[src/inc/ctirq_defines.vh]
// register offsets, field positions, reset values and timing counts of the charger timer block
`ifndef CTIRQ_DEFINES_VH
`define CTIRQ_DEFINES_VH
`define CTIRQ_ADDR_TIMER      8'h06
`define CTIRQ_ADDR_FUNC1      8'h07
`define CTIRQ_ADDR_FUNC2      8'h08
`define CTIRQ_ADDR_IRQ_EN     8'h09
`define CTIRQ_ADDR_IRQ_FLAG   8'h0A
`define CTIRQ_RST_TIMER       8'h3D
`define CTIRQ_RST_FUNC1       8'h47
`define CTIRQ_RST_FUNC2       8'h00
`define CTIRQ_RST_IRQ_EN      8'h00
`define CTIRQ_TIMER_MASK      8'h3E
`define CTIRQ_BIT_EOC_TMR     5
`define CTIRQ_BIT_CHG_TMR     4
`define CTIRQ_BIT_CHG_LEN     3
`define CTIRQ_BIT_DOG_ON      2
`define CTIRQ_BIT_DOG_LEN     1
`define CTIRQ_BIT_DOG_KICK    0
`define CTIRQ_BIT_PROFILE     7
`define CTIRQ_BIT_PK_SD_OFF   6
`define CTIRQ_BIT_BMON        5
`define CTIRQ_BIT_THR_SRC     4
`define CTIRQ_BIT_EOC_EN      2
`define CTIRQ_BIT_TRICKLE     1
`define CTIRQ_BIT_CONV        0
`define CTIRQ_IRQ_PEAK        7
`define CTIRQ_IRQ_DOG         5
`define CTIRQ_PEAK_RUN        3'h4
// time bases: ms, second and minute tick counts at 125 MHz
`define CTIRQ_CLK_HZ          125000000
`define CTIRQ_MS_CYC          (`CTIRQ_CLK_HZ / 1000)
`define CTIRQ_DEGLITCH_MS     5'h1F
`define CTIRQ_TRK_SHORT_S     16'h001E
`define CTIRQ_TRK_LONG_S      16'h003C
`define CTIRQ_FAST_SHORT_MIN  10'h12C
`define CTIRQ_FAST_LONG_MIN   10'h258
`define CTIRQ_DOG_SHORT_S     7'h20
`define CTIRQ_DOG_LONG_S      7'h40
`define CTIRQ_DOG_GRACE_S     7'h02
`define CTIRQ_DOG_GRACE_L_S   7'h04
`define CTIRQ_SAFETY_MIN      6'h28
`endif

[src/rtl/ctirq_regs.v]
// charger safety timers, functional enables and interrupt registers
`timescale 1ns/1ns
`include "ctirq_defines.vh"
module ctirq_regs #(
  parameter MS_CYC = `CTIRQ_MS_CYC
) (
  input  wire       clk,
  input  wire       reset_n,
  input  wire [7:0] reg_addr,
  input  wire [7:0] reg_wdata,
  input  wire       reg_wr,
  input  wire       reg_rd,
  output reg  [7:0] reg_rdata,
  input  wire       input_valid_level,
  input  wire       battery_sense,
  input  wire       in_charge,
  input  wire       in_trickle,
  input  wire       eoc_detect,
  input  wire       peak_limit_hit,
  input  wire [6:0] irq_events,
  output wire       temp_profile_on,
  output wire       batt_monitor_run,
  output wire       thermistor_src_run,
  output wire       eoc_allowed,
  output reg        eoc_reached,
  output wire       trickle_run,
  output wire       converter_run,
  output reg        peak_shutdown,
  output reg        peak_limit_flag,
  output reg        peak_fault,
  output reg        charge_timeout,
  output reg        dog_alarm,
  output reg        dog_expired
);
  reg [7:0]  timer_r;
  reg [7:0]  func1_r;
  reg [7:0]  func2_r;
  reg [7:0]  irq_en_r;
  reg [7:0]  irq_flag_r;
  reg [7:0]  irq_set;
  reg [1:0]  vin_sync_r;
  reg [1:0]  bat_sync_r;
  reg [1:0]  eoc_sync_r;
  reg [1:0]  pk_sync_r;
  reg        pk_prev_r;
  reg        pk_flag_d_r;
  reg        dog_alarm_d_r;
  reg [2:0]  pk_run_r;
  reg [31:0] ms_cnt_r;
  reg        ms_tick;
  reg [9:0]  sec_div_r;
  reg        sec_tick;
  reg [5:0]  min_div_r;
  reg        min_tick;
  reg [4:0]  degl_r;
  reg [15:0] trk_sec_r;
  reg [9:0]  fast_min_r;
  reg [6:0]  dog_sec_r;
  reg [5:0]  dog_min_r;
  wire       wr_timer;
  wire       wr_func1;
  wire       wr_func2;
  wire       wr_irq_en;
  wire       rd_flags;
  wire       dog_kick;
  wire       dog_run;
  wire       pk_rise;
  wire       pk_event;
  wire       dog_event;
  wire [6:0] dog_alarm_s;
  wire [6:0] dog_end_s;
  wire [15:0] trk_lim_s;
  wire [9:0] fast_lim_m;

  // address match, shared by the write strobes and the read mux
  function hit;
    input [7:0] a;
    input [7:0] b;
    begin
      hit = (a == b);
    end
  endfunction

  assign wr_timer  = reg_wr && hit(reg_addr, `CTIRQ_ADDR_TIMER);
  assign wr_func1  = reg_wr && hit(reg_addr, `CTIRQ_ADDR_FUNC1);
  assign wr_func2  = reg_wr && hit(reg_addr, `CTIRQ_ADDR_FUNC2);
  assign wr_irq_en = reg_wr && hit(reg_addr, `CTIRQ_ADDR_IRQ_EN);
  assign rd_flags  = reg_rd && hit(reg_addr, `CTIRQ_ADDR_IRQ_FLAG);
  assign dog_kick  = wr_timer && reg_wdata[`CTIRQ_BIT_DOG_KICK];

  // input pins cross into the clock domain
  always @(posedge clk or negedge reset_n) begin
    if (!reset_n) begin
      vin_sync_r <= 2'h0;
      bat_sync_r <= 2'h0;
      eoc_sync_r <= 2'h0;
      pk_sync_r  <= 2'h0;
    end else begin
      vin_sync_r <= {vin_sync_r[0], input_valid_level};
      bat_sync_r <= {bat_sync_r[0], battery_sense};
      eoc_sync_r <= {eoc_sync_r[0], eoc_detect};
      pk_sync_r  <= {pk_sync_r[0], peak_limit_hit};
    end
  end

  // the flag register has no write path, so writes there are dropped
  // register writes; kick bit is never stored so it reads back zero
  always @(posedge clk or negedge reset_n) begin
    if (!reset_n) begin
      timer_r  <= `CTIRQ_RST_TIMER & `CTIRQ_TIMER_MASK;
      func1_r  <= `CTIRQ_RST_FUNC1;
      func2_r  <= `CTIRQ_RST_FUNC2;
      irq_en_r <= `CTIRQ_RST_IRQ_EN;
    end else begin
      if (wr_timer)
        timer_r <= reg_wdata & `CTIRQ_TIMER_MASK;
      if (wr_func1)
        func1_r <= reg_wdata;
      if (wr_func2)
        func2_r <= reg_wdata;
      if (wr_irq_en)
        irq_en_r <= reg_wdata;
    end
  end

  // read data follows the address one cycle later; no strobe is needed
  always @(posedge clk or negedge reset_n) begin
    if (!reset_n) begin
      reg_rdata <= 8'h00;
    end else if (hit(reg_addr, `CTIRQ_ADDR_TIMER)) begin
      reg_rdata <= timer_r;
    end else if (hit(reg_addr, `CTIRQ_ADDR_FUNC1)) begin
      reg_rdata <= func1_r;
    end else if (hit(reg_addr, `CTIRQ_ADDR_FUNC2)) begin
      reg_rdata <= func2_r;
    end else if (hit(reg_addr, `CTIRQ_ADDR_IRQ_EN)) begin
      reg_rdata <= irq_en_r;
    end else if (hit(reg_addr, `CTIRQ_ADDR_IRQ_FLAG)) begin
      reg_rdata <= irq_flag_r;
    end else begin
      reg_rdata <= 8'h00;
    end
  end

  // functional enables; force bits only matter while the input is low
  assign temp_profile_on    = func1_r[`CTIRQ_BIT_PROFILE];
  assign batt_monitor_run   = vin_sync_r[1] | func1_r[`CTIRQ_BIT_BMON];
  assign thermistor_src_run = vin_sync_r[1] | func1_r[`CTIRQ_BIT_THR_SRC];
  assign eoc_allowed        = func1_r[`CTIRQ_BIT_EOC_EN];
  assign converter_run      = func1_r[`CTIRQ_BIT_CONV];
  assign trickle_run        = func1_r[`CTIRQ_BIT_TRICKLE] & in_trickle
                              & func1_r[`CTIRQ_BIT_CONV];

  // ms, second and minute time bases
  // each tick is a one-cycle pulse; second and minute ticks lag a cycle
  always @(posedge clk or negedge reset_n) begin
    if (!reset_n) begin
      ms_cnt_r  <= 32'h0;
      ms_tick   <= 1'b0;
      sec_div_r <= 10'h0;
      sec_tick  <= 1'b0;
      min_div_r <= 6'h0;
      min_tick  <= 1'b0;
    end else begin
      ms_tick  <= 1'b0;
      sec_tick <= 1'b0;
      min_tick <= 1'b0;
      if (ms_cnt_r == MS_CYC - 1) begin
        ms_cnt_r <= 32'h0;
        ms_tick  <= 1'b1;
      end else begin
        ms_cnt_r <= ms_cnt_r + 32'h1;
      end
      if (ms_tick) begin
        if (sec_div_r == 10'd999) begin
          sec_div_r <= 10'h0;
          sec_tick  <= 1'b1;
        end else begin
          sec_div_r <= sec_div_r + 10'h1;
        end
      end
      if (sec_tick) begin
        if (min_div_r == 6'd59) begin
          min_div_r <= 6'h0;
          min_tick  <= 1'b1;
        end else begin
          min_div_r <= min_div_r + 6'h1;
        end
      end
    end
  end

  // end of charge: deglitch always, then the eoc timer when enabled
  // with the timer on, the end waits for the next minute tick
  always @(posedge clk or negedge reset_n) begin
    if (!reset_n) begin
      degl_r      <= 5'h0;
      eoc_reached <= 1'b0;
    end else if (!eoc_sync_r[1] || !eoc_allowed || !in_charge) begin
      degl_r      <= 5'h0;
      eoc_reached <= 1'b0;
    end else if (ms_tick && degl_r != `CTIRQ_DEGLITCH_MS) begin
      degl_r <= degl_r + 5'h1;
    end else if (degl_r == `CTIRQ_DEGLITCH_MS) begin
      eoc_reached <= !timer_r[`CTIRQ_BIT_EOC_TMR] | min_tick | eoc_reached;
    end
  end

  // trickle / fast charge safety timer
  // leaving the trickle phase clears its count; fast time starts from zero
  assign trk_lim_s  = timer_r[`CTIRQ_BIT_CHG_LEN] ? `CTIRQ_TRK_LONG_S : `CTIRQ_TRK_SHORT_S;
  assign fast_lim_m = timer_r[`CTIRQ_BIT_CHG_LEN] ? `CTIRQ_FAST_LONG_MIN
                                                  : `CTIRQ_FAST_SHORT_MIN;
  always @(posedge clk or negedge reset_n) begin
    if (!reset_n) begin
      trk_sec_r      <= 16'h0;
      fast_min_r     <= 10'h0;
      charge_timeout <= 1'b0;
    end else if (!timer_r[`CTIRQ_BIT_CHG_TMR] || !in_charge) begin
      trk_sec_r      <= 16'h0;
      fast_min_r     <= 10'h0;
      charge_timeout <= 1'b0;
    end else if (in_trickle) begin
      fast_min_r <= 10'h0;
      if (sec_tick && trk_sec_r < trk_lim_s)
        trk_sec_r <= trk_sec_r + 16'h1;
      if (trk_sec_r >= trk_lim_s)
        charge_timeout <= 1'b1;
    end else begin
      trk_sec_r <= 16'h0;
      if (min_tick && fast_min_r < fast_lim_m)
        fast_min_r <= fast_min_r + 10'h1;
      if (fast_min_r >= fast_lim_m)
        charge_timeout <= 1'b1;
    end
  end

  // watchdog safety timer, armed once the battery is above dead level
  // a kick in the alarm cycle wins, so the count restarts from zero
  assign dog_run     = timer_r[`CTIRQ_BIT_DOG_ON] & bat_sync_r[1];
  assign dog_alarm_s = timer_r[`CTIRQ_BIT_DOG_LEN] ? `CTIRQ_DOG_LONG_S : `CTIRQ_DOG_SHORT_S;
  assign dog_end_s   = timer_r[`CTIRQ_BIT_DOG_LEN] ?
                       (`CTIRQ_DOG_LONG_S + `CTIRQ_DOG_GRACE_L_S) :
                       (`CTIRQ_DOG_SHORT_S + `CTIRQ_DOG_GRACE_S);
  always @(posedge clk or negedge reset_n) begin
    if (!reset_n) begin
      dog_sec_r   <= 7'h0;
      dog_min_r   <= 6'h0;
      dog_alarm   <= 1'b0;
      dog_expired <= 1'b0;
    end else if (!dog_run || dog_kick) begin
      dog_sec_r   <= 7'h0;
      dog_min_r   <= 6'h0;
      dog_alarm   <= 1'b0;
      dog_expired <= 1'b0;
    end else begin
      if (sec_tick && dog_sec_r < dog_end_s)
        dog_sec_r <= dog_sec_r + 7'h1;
      if (min_tick && dog_min_r < `CTIRQ_SAFETY_MIN)
        dog_min_r <= dog_min_r + 6'h1;
      dog_alarm   <= (dog_sec_r >= dog_alarm_s);
      dog_expired <= (dog_sec_r >= dog_end_s) | (dog_min_r >= `CTIRQ_SAFETY_MIN);
    end
  end

  // successive peak current limits
  assign pk_rise = pk_sync_r[1] & ~pk_prev_r;
  always @(posedge clk or negedge reset_n) begin
    if (!reset_n) begin
      pk_prev_r       <= 1'b0;
      pk_run_r        <= 3'h0;
      peak_limit_flag <= 1'b0;
      peak_shutdown   <= 1'b0;
      peak_fault      <= 1'b0;
    end else begin
      pk_prev_r <= pk_sync_r[1];
      if (!converter_run)
        pk_run_r <= 3'h0;
      else if (pk_rise && pk_run_r != `CTIRQ_PEAK_RUN)
        pk_run_r <= pk_run_r + 3'h1;
      peak_limit_flag <= (pk_run_r == `CTIRQ_PEAK_RUN);
      if (pk_run_r == `CTIRQ_PEAK_RUN && !func1_r[`CTIRQ_BIT_PK_SD_OFF])
        peak_shutdown <= 1'b1;
      else if (!converter_run)
        peak_shutdown <= 1'b0;
      // the fault latches on the fourth limit only, so input loss can clear it
      if (pk_run_r == `CTIRQ_PEAK_RUN && !peak_limit_flag)
        peak_fault <= 1'b1;
      else if (!vin_sync_r[1])
        peak_fault <= 1'b0;
    end
  end

  // internal sources raise their flag once, on the rising edge only
  assign pk_event  = peak_limit_flag & ~pk_flag_d_r;
  assign dog_event = dog_alarm & ~dog_alarm_d_r;
  always @(posedge clk or negedge reset_n) begin
    if (!reset_n) begin
      pk_flag_d_r   <= 1'b0;
      dog_alarm_d_r <= 1'b0;
    end else begin
      pk_flag_d_r   <= peak_limit_flag;
      dog_alarm_d_r <= dog_alarm;
    end
  end

  // interrupt flags: set beats the clear-on-read
  always @* begin
    irq_set                  = {1'b0, irq_events[6], 1'b0, irq_events[4:0]};
    irq_set[`CTIRQ_IRQ_PEAK] = pk_event;
    irq_set[`CTIRQ_IRQ_DOG]  = dog_event;
  end
  always @(posedge clk or negedge reset_n) begin
    if (!reset_n) begin
      irq_flag_r <= 8'h00;
    end else begin
      irq_flag_r <= ((rd_flags ? 8'h00 : irq_flag_r)) | (irq_set & irq_en_r);
    end
  end

endmodule // ctirq_regs

[config.mk]
export PLATFORM = sky130hd
export DESIGN_NAME = ctirq_regs
export DESIGN_NICKNAME = d
export VERILOG_FILES = /design/src/rtl/ctirq_regs.v
export VERILOG_INCLUDE_DIRS = /design/src /design/src/inc
export SDC_FILE = /design/constraint.sdc
export NUM_CORES = 1
export LEC_CHECK = 0
export BUFFER_PORTS_ARGS = -buffer_cell sky130_fd_sc_hd__clkbuf_2
export CAP_MARGIN = 25
export CORE_MARGIN = 10
export CORE_UTILIZATION = 45
export CTS_CLUSTER_DIAMETER = 120
export DETAILED_ROUTE_END_ITERATION = 8
export PLACE_DENSITY = 0.73
export SETUP_SLACK_MARGIN = 0.02
export SYNTH_ARGS = -nofsm -noshare
export SYNTH_HDL_FRONTEND = slang
export SYNTH_SLANG_ARGS = --single-unit
[constraint.sdc]
create_clock -name clk -period 2.6 [get_ports clk]
set_clock_uncertainty 0.05 [all_clocks]
set_input_delay 0.39 -clock clk [delete_from_list [all_inputs] [get_ports clk]]
set_output_delay 0.39 -clock clk [all_outputs]
set_load 0.1 [all_outputs]
---- Yosys cells after proc, flatten, opt, wreduce, memory -nomap -nowiden ----
Cells that the tools add are included.
cells by class
  $add $sub $neg .......................... 9
  $lt $le $gt $ge ......................... 9
  equality and inequality tests ........... 18
  muxes and demuxes ....................... 45
  bitwise gates (word level) .............. 16
  reduce and logical (&&, ||, !) cells .... 34
operators by type and width
  operator               count
  $mux 10                5
  $mux 16                3
  $mux 8                 6
  $add 32x1->32 const B  1
  $eq 32x17->1 const B   1
  $mux 32                1
  $mux 7                 4
  $eq 8x4->1 const B     3
  $mux 6                 4
  $add 10x1->10 const B  2
  $mux 1                 18
  $add 16x1->16 const B  1
  $eq 8x3->1 const B     2
  $ge 16x6->1            1
  $lt 16x6->1            1
  $ge 7x7->1             2
  $logic_and 1x1->1      14
  $add 6x1->6 const B    2
  $eq 10x10->1 const B   1
  $ge 10x10->1           1
  $lt 10x10->1           1
  $mux 5                 2
  $and 8x8->8            1
  $logic_not 1->1        8
  23 further kinds       46
word-level totals
  register bits after elaboration ......... 161
  output and inout bits ................... 21
  word-level logic and storage cells ...... 163

---- Longest topological paths before layout ----
Gate-level depths: netlist (run 1).
  depth after elaboration ................. 6
  gate-level depth with buffers ........... 8
  gate-level depth less buffers ........... 7

---- Least setup slack after synthesis (run 1) ----
Ideal clock, no wire load.
  kind .................................... register -> output
  start ................................... register func1_r[0]
  end ..................................... output port trickle_run
  arrival ................................. 1,763 ps
  setup slack ............................. 397 ps
  cell stages (with the launch flop) ...... 2
  path buffers ............................ 0
  cells stage by stage .................... dfstp_2 > and3_1
between the ends
  cells in the longest elaborated chain, start to end .. 1
RTL lines
  what                    RTL line          text
  start, declared         ctirq_regs.v:36   reg [7:0] func1_r;
  start signal, assigned  ctirq_regs.v:111  func1_r <= `CTIRQ_RST_FUNC1;
  start signal, assigned  ctirq_regs.v:118  func1_r <= reg_wdata;
  $and 1x1->1             ctirq_regs.v:151  assign trickle_run = func1_r[`CTIRQ_BIT_TRICKLE] & in_trickle
  end, declared           ctirq_regs.v:26   output wire trickle_run,
No other way between the ends.

---- Worst setup path in the final report (run 1) ----
  start ................................... register timer_r[3]
  end ..................................... register fast_min_r[4]
between the ends
  cells in the longest elaborated chain, start to end .. 4
RTL lines
  what                                RTL line          text
  start, declared                     ctirq_regs.v:35   reg [7:0] timer_r;
  start signal, assigned              ctirq_regs.v:110  timer_r <= `CTIRQ_RST_TIMER & `CTIRQ_TIMER_MASK;
  start signal, assigned              ctirq_regs.v:116  timer_r <= reg_wdata & `CTIRQ_TIMER_MASK;
  $mux 10 (no source line)            --
  $lt 10x10->1                        ctirq_regs.v:231  if (min_tick && fast_min_r < fast_lim_m)
  $logic_and 1x1->1                   ctirq_regs.v:231
  $reduce_bool 3->1 (no source line)  --
  end signal, assigned                ctirq_regs.v:232  fast_min_r <= fast_min_r + 10'h1;
  end, declared                       ctirq_regs.v:57   reg [9:0] fast_min_r;
No other way between the ends.
A chain may end at the register's enable or synchronous reset.

==> results of run 1 <==
-- final timing paths --
kind                       cells past startpoint                         to              startpoint  slack (ns)
max reg2reg                                    6  fast_min_r[4]$_DFFE_PN0P_  timer_r[3]$_DFFE_PN1N_        0.18
min reg2reg                                    0     pk_sync_r[1]$_DFF_PN0_  pk_sync_r[0]$_DFF_PN0_        0.30
max in group asynchronous                      3     timer_r[5]$_DFFE_PN1N_                 reset_n        1.28
min                                            1     pk_sync_r[0]$_DFF_PN0_          peak_limit_hit        0.02
max                                            6  fast_min_r[4]$_DFFE_PN0P_  timer_r[3]$_DFFE_PN1N_        0.18
min in group asynchronous                      2     timer_r[1]$_DFFE_PN0N_                 reset_n        0.44
-- cell families (layout without fill, tap and decap cells) --
group | after synthesis | count (layout) | share of synthesized area, %
and+or+nand+nor | 264 | 264 | 19.9
DFF | 161 | 161 | 52.7
AOI/OAI and AO/OA | 117 | 117 | 10.2
xor gates and xnor gates | 43 | 43 | 4.91
buffers and inverters | 41 | 130 | 2.17
muxes | 40 | 40 | 5.68
adders and majority gates | 27 | 27 | 4.41
-- routing by layer --
layer	vias up	wire, µm	track usage, %
li1	2691	-	-
met1	2717	7570	19.3
met2	113	7240	22.4
met3	24	808	3.51
met4	0	326	6.32
met5	-	0	0
-- cell usage in the layout, fill, tap and decap left out, types with 5 or more instances in the layout --
master	count
nand2_1	51
and3_1	14
dfstp_2	8
nand3_1	33
o2111ai_1	5
or3_1	7
a22o_1	10
ha_1	27
nor3_1	18
mux2i_1	12
and4_1	6
clkbuf_2	51
nand4_1	23
and2_1	17
mux2_2	28
a21oi_1	36
inv_1	28
nand2b_1	9
nor2b_1	5
or4_1	10
nor4_1	10
xor2_1	22
nor2_1	32
clkbuf_16	17
dfrtp_1	153
o31ai_1	11
o21ai_0	20
xnor2_1	21
buf_4	14
-- per-stage QoR --
stage               worst slack, ns  utilization, %  power, mW  cell area (µm²)
floorplan                     0.397               -       2.81             7670
global placement              0.232            49.7       2.93             8270
detailed placement            0.213            49.7       2.94             8270
CTS                           0.218            53.6       5.55             8930
global route                 0.0673            53.6       5.68             8930
finish                        0.184            53.6       5.49             8930
-- cell usage after synthesis (all sizes together), types with 3 or more instances --
cell type and instances:
dfrtp 153, nand2 53, a21oi 36, nand3 34
nor2 33, inv 28, mux2 28, ha 27
nand4 23, xor2 22, o21ai 21, xnor2 21
nor3 20, and2 17, and3 14, mux2i 12
nor4 12, o31ai 11, or4 11, a22o 10
nand2b 9, clkbuf 8, dfstp 8, or3 7
and4 6, buf 5, nor2b 5, nor4b 5
o2111ai 5, a22oi 4, a2bb2oi 4, a41o 4
nand4b 4, or2 4, a32oi 3
-- where the power goes --
part / internal (mW) / total, mW / switching, mW
Sequential: 2.58 / 2.62 / 0.0461
Clock: 1.59 / 2.59 / 0.999
Combinational: 0.104 / 0.277 / 0.173
-- worst register-to-register path: cells and delay by family, from the launching register on --
kind / cells / cell delay (ns)
buffers and inverters: 1 / 0.16
and+or+nand+nor: 2 / 0.77
AOI/OAI and AO/OA: 2 / 0.46
DFF: 1 / 0.57
adders and majority gates: 1 / 0.34
-- final cells by class --
type / instances / area (µm²) / area share [%]
well taps: 220 / 275 / 3.08
flip-flops and latches: 161 / 4040 / 45.2
clock buffers: 20 / 467 / 5.23
inverters: 28 / 105 / 1.18
clock inverters: 12 / 156 / 1.75
multi-input cells: 491 / 3460 / 38.8
repair buffers: 70 / 422 / 4.72
-- state kept, by name, summed over array words and instances (netlist names), 2 cells and up --
| signal | flops |
|---|---|
| timer_r | 5 |
| pk_sync_r | 2 |
| eoc_sync_r | 2 |
| func2_r | 8 |
| degl_r | 5 |
| fast_min_r | 10 |
| irq_flag_r | 8 |
| pk_run_r | 3 |
| min_div_r | 6 |
| bat_sync_r | 2 |
| reg_rdata | 8 |
| sec_div_r | 10 |
| trk_sec_r | 16 |
| ms_cnt_r | 32 |
| dog_sec_r | 7 |
| vin_sync_r | 2 |
| irq_en_r | 8 |
| dog_min_r | 6 |
| func1_r | 8 |
-- what timing repair did --
item	CTS	global route
hold endpoints to repair	57	0
hold buffers	3	0
endpoints found under the setup margin	0	0
==> flow_metrics.py, run 1 <==
metrics = {
    "logic_synthesis": {
        "netlist.area_leader.share_pct": 49.9,
        "synth_ff_type": "dfrtp_1",
        "synth_top_cells_by_area": "dfrtp_1 50%, ha_1 4.4%, mux2_2 4.1%",
        "syn_inst": 693,
        "synth.avg_cell_area_um2": 11.1,
        "synth-async-reset-ratio_pct": 100,
        "ys_seq_area_share_pct": 52.7,
        "synth.distinct_cells": 68,
        "syn_nets": 753,
        "synth_edf_count": 0,
        "synth_warnings": 0,
        "ys_seq_elements": 161,
        "syn-cell-area_um2": 7670,
        "synth_top_cell_by_area": "dfrtp_1",
    },
    "placed_design": {
        "dp_cells": 967,
        "dpl.hpwl_um": 11200,
        "place_congestion": 0.862,
        "portBuffers": 52,
    },
    "worst_setup_path": {
        "critPathBufInv": 1,
        "required_ns": 2.90,
        "crit_path_start_kind": "flop",
        "cp_cell_sequence": "inv_1, ha_1, a21oi_1, nand3_1, or4_1, a21oi_1",
        "worst-setup-path-type": "flop to flop",
        "slowest_stage": "dfstp_2",
        "slowest_delay_ns": 0.57,
        "critPathMostFrequentCell": "a21oi_1",
        "path_delay_family": "simple AND/OR/NAND/NOR gates",
        "end_kind": "flop",
        "cp.arrival_ns": 2.72,
        "critPathMaxFanout": 7,
    },
    "worst_hold_path": {
        "min_path_type": "primary input to flop",
    },
    "timing": {
        "slew_headroom_pct": 51.1,
        "rsz0062_at_grt": "false",
        "slew_viol_final": 0,
        "finalHoldViolations": 0,
        "tns_ns": 0,
        "worst_pin_slew_ns": 0.727,
        "setup_viol_count_final": 0,
        "finalCritPeriodShare_pct": 92.9,
        "timing.fmax_ghz": 0.414,
        "fin_crit_ns": 2.42,
        "hold_ws_ns": 0.0156,
    },
    "global_route": {
        "grt_max_degree": 61,
        "antenna_found_initial": 0,
        "grt_pass1_vias": 5395,
        "track_usage_pct": 14.6,
        "grt_overflow_total": 0,
        "grt_pass1_wl_um": 26800,
    },
    "floorplanning": {
        "die_w_um": 151,
        "core_area_um2": 16600,
        "rows": 47,
        "start_util_pct": 46.1,
        "fp.dieArea_um2": 22700,
        "io_pins": 54,
        "die_h_um": 151,
    },
    "clock_network": {
        "cts_setup_buffers": 0,
        "clockBufferDepth": 2,
        "cts_tree": "built",
        "cts_buffers": 17,
        "clkLatencyLatePin_ns": 0.43,
        "cts_resized": 0,
        "clkSinkCount": 161,
        "clock-root-buffer": "clkbuf_16",
        "htreeDepth": 4,
        "clkTransAtPathRegs_ns": 0.06,
    },
    "final_layout": {
        "fill_cells": 1420,
        "n_antenna_cell": 0,
        "area_growth_syn_to_layout_pct": 16.4,
        "final_nets": 829,
        "fin_cells": 1002,
        "drive_gt1_share_pct": 19.7,
    },
    "run_status": {
        "status": "completed",
    },
    "detailed_routing": {
        "vias": 5545,
        "antenna_left": 0,
        "remaining_drc_errors": 0,
        "totalWireLength_um": 16000,
        "firstDrtPassIters": 4,
        "via_per_inst": 5.53,
        "drt_iter0_drc": 331,
        "wl_per_cell_um": 15.9,
    },
    "flow_run": {
        "maxCapViolations": 0,
    },
    "pwr": {
        "power.density_nw_per_um2": 615,
        "p_leak_nw": 4.06,
        "max-vdd-ir-drop_mv": 0.336,
    },
}
Power figures use the tool's default switching activity.
==> run 2, diff against run 1 <==
--- a/config.mk
+++ b/config.mk
@@ -6,7 +6,7 @@
 export SDC_FILE = /design/constraint.sdc
 export NUM_CORES = 1
 export LEC_CHECK = 0
-export BUFFER_PORTS_ARGS = -buffer_cell sky130_fd_sc_hd__clkbuf_2
+export BUFFER_PORTS_ARGS = -buffer_cell sky130_fd_sc_hd__buf_4
 export CAP_MARGIN = 25
 export CORE_MARGIN = 10
 export CORE_UTILIZATION = 45
==> run 2 against run 1 <==
Clock power fell by 6%; utilization rose by 0.38 points; via count fell by 0.96%; critical path type unchanged; critical endpoint is now fast_min_r[8]$_DFFE_PN0P_; largest cell class unchanged.
==> flow_metrics.py, run 2 (same netlist as run 1, synthesis figures left out) <==
metrics = {
    "run_status": {
        "status": "completed",
    },
    "timing": {
        "timing.fmax_ghz": 0.411,
        "setup_viol_count_final": 0,
        "finalCritPeriodShare_pct": 93.7,
        "tns_ns": 0,
        "worst_pin_slew_ns": 0.735,
        "rsz0062_at_grt": "false",
        "fin_crit_ns": 2.44,
        "finalHoldViolations": 0,
        "slew_viol_final": 0,
        "slew_headroom_pct": 50.5,
    },
    "worst_setup_path": {
        "end_kind": "flop",
        "crit_path_start_kind": "flop",
        "worst-setup-path-type": "flop to flop",
        "cp.arrival_ns": 2.73,
        "required_ns": 2.90,
        "rrSetupSlack_ns": 0.16,
        "reg2reg_depth": 7,
        "critPathMaxFanout": 14,
    },
    "pwr": {
        "max-vdd-ir-drop_mv": 0.485,
        "p_comb_share_pct": 5.4,
        "power.net_switching_mw": 1.22,
        "power.share.sequential_pct": 49.1,
        "p_leak_nw": 4.05,
        "p_sw_share_pct": 22.7,
        "power.density_nw_per_um2": 595,
        "p_int_mw": 4.14,
        "clockPowerShare_pct": 45.6,
    },
    "floorplanning": {
        "core_area_um2": 16600,
        "die_w_um": 151,
        "start_util_pct": 46.1,
        "fp.dieArea_um2": 22700,
        "die_h_um": 151,
        "rows": 47,
        "io_pins": 54,
    },
    "final_layout": {
        "largest-register": "ms_cnt_r",
        "fin_util_pct": 54.0,
        "area_growth_syn_to_layout_pct": 17.2,
        "final_nets": 826,
        "largest_register_ffs": 32,
        "n_antenna_cell": 0,
        "reg.largest.list": "ms_cnt_r (32), trk_sec_r (16)",
        "mostFrequentLayoutCells": "153 x dfrtp_1, 64 x buf_4, 51 x nand2_1",
        "drive_gt1_share_pct": 19.5,
        "mostFrequentLayoutCell": "dfrtp_1",
    },
    "detailed_routing": {
        "wl_per_cell_um": 15.9,
        "remaining_drc_errors": 0,
        "via_per_inst": 5.50,
        "firstDrtPassIters": 4,
        "antenna_left": 0,
        "totalWireLength_um": 15800,
        "drt_iter0_drc": 333,
        "vias": 5492,
    },
    "global_route": {
        "grt_overflow_total": 0,
        "track_usage_pct": 14.5,
        "grt_pass1_vias": 5508,
        "grt_max_degree": 61,
        "antenna_found_initial": 0,
        "grt_pass1_wl_um": 26800,
    },
    "clock_network": {
        "cts_buffers": 17,
        "htreeDepth": 4,
        "clkSinkCount": 161,
        "clkLatencyLatePin_ns": 0.43,
        "clock-root-buffer": "clkbuf_16",
        "clockBufferDepth": 2,
        "cts_tree": "built",
        "clkTransAtPathRegs_ns": 0.06,
    },
    "placed_design": {
        "portBuffers": 52,
        "place_congestion": 0.855,
        "dpl.hpwl_um": 11300,
    },
    "worst_hold_path": {
        "min_path_type": "primary input to flop",
        "hold_depth": 1,
    },
    "flow_run": {
        "maxCapViolations": 0,
    },
}
-- run 2: critical path, stage by stage (launching register included) --
cell and delay, ns:
dfstp_2 0.56, inv_1 0.15, ha_1 0.35, and4b_1 0.22, a21boi_1 0.15, buf_4 0.20, or4_1 0.51, a21oi_1 0.17
-- run 2: area by class of cell --
class / count / area, µm²
clock buffer: 20 / 447
clock inverter: 12 / 135
fill: 1420 / 7650
inverter: 28 / 105
multi-input combinational: 491 / 3470
sequential: 161 / 4040
tap: 220 / 275
timing repair buffer: 67 / 522
-- run 2: power by group through the flow --
stage / clock network (mW) / registers, mW / logic (mW)
after floorplan: 0 / 2.68 / 0.131
after global placement: 0 / 2.67 / 0.285
after detailed placement: 0 / 2.67 / 0.292
after CTS: 2.50 / 2.62 / 0.294
after global routing: 2.61 / 2.63 / 0.319
final: 2.44 / 2.63 / 0.288
-- run 2: worst paths after layout --
| path | from | endpoint |
|---|---|---|
| max | timer_r[3]$_DFFE_PN1N_ | fast_min_r[8]$_DFFE_PN0P_ |
| max reg2reg | timer_r[3]$_DFFE_PN1N_ | fast_min_r[8]$_DFFE_PN0P_ |
| min | eoc_detect | eoc_sync_r[0]$_DFF_PN0_ |
| min in group asynchronous | reset_n | fast_min_r[0]$_DFFE_PN0P_ |
| min reg2reg | bat_sync_r[0]$_DFF_PN0_ | bat_sync_r[1]$_DFF_PN0_ |
| max in group asynchronous | reset_n | ms_cnt_r[13]$_DFF_PN0_ |
-- run 2: timing repair --
item,4_1_cts,5_1_grt
buffers inserted,0,0
resized for setup,0,1
setup endpoints to repair,0,4
hold buffers,1,0
hold endpoints to repair,54,0
-- run 2: routing by layer --
| metal | share of wire (%) | GRT usage [%] |
|---|---|---|
| met1 | 48 | 19.3 |
| met2 | 46 | 22.0 |
| met3 | 4.2 | 3.63 |
| met4 | 2.2 | 6.51 |
| met5 | 0 | 0 |
-- run 2: per-stage QoR --
step	hold WS (ns)	total power, mW	area [µm²]	setup WS (ns)	cells
floorplan	0.0444	2.81	7670	0.397	693
global placement	0.285	2.95	8390	0.228	966
detailed placement	0.286	2.96	8390	0.146	966
CTS	0.00128	5.42	8990	0.126	999
global route	0.00390	5.56	8990	0.0435	999
finish	0.0211	5.35	8990	0.165	999
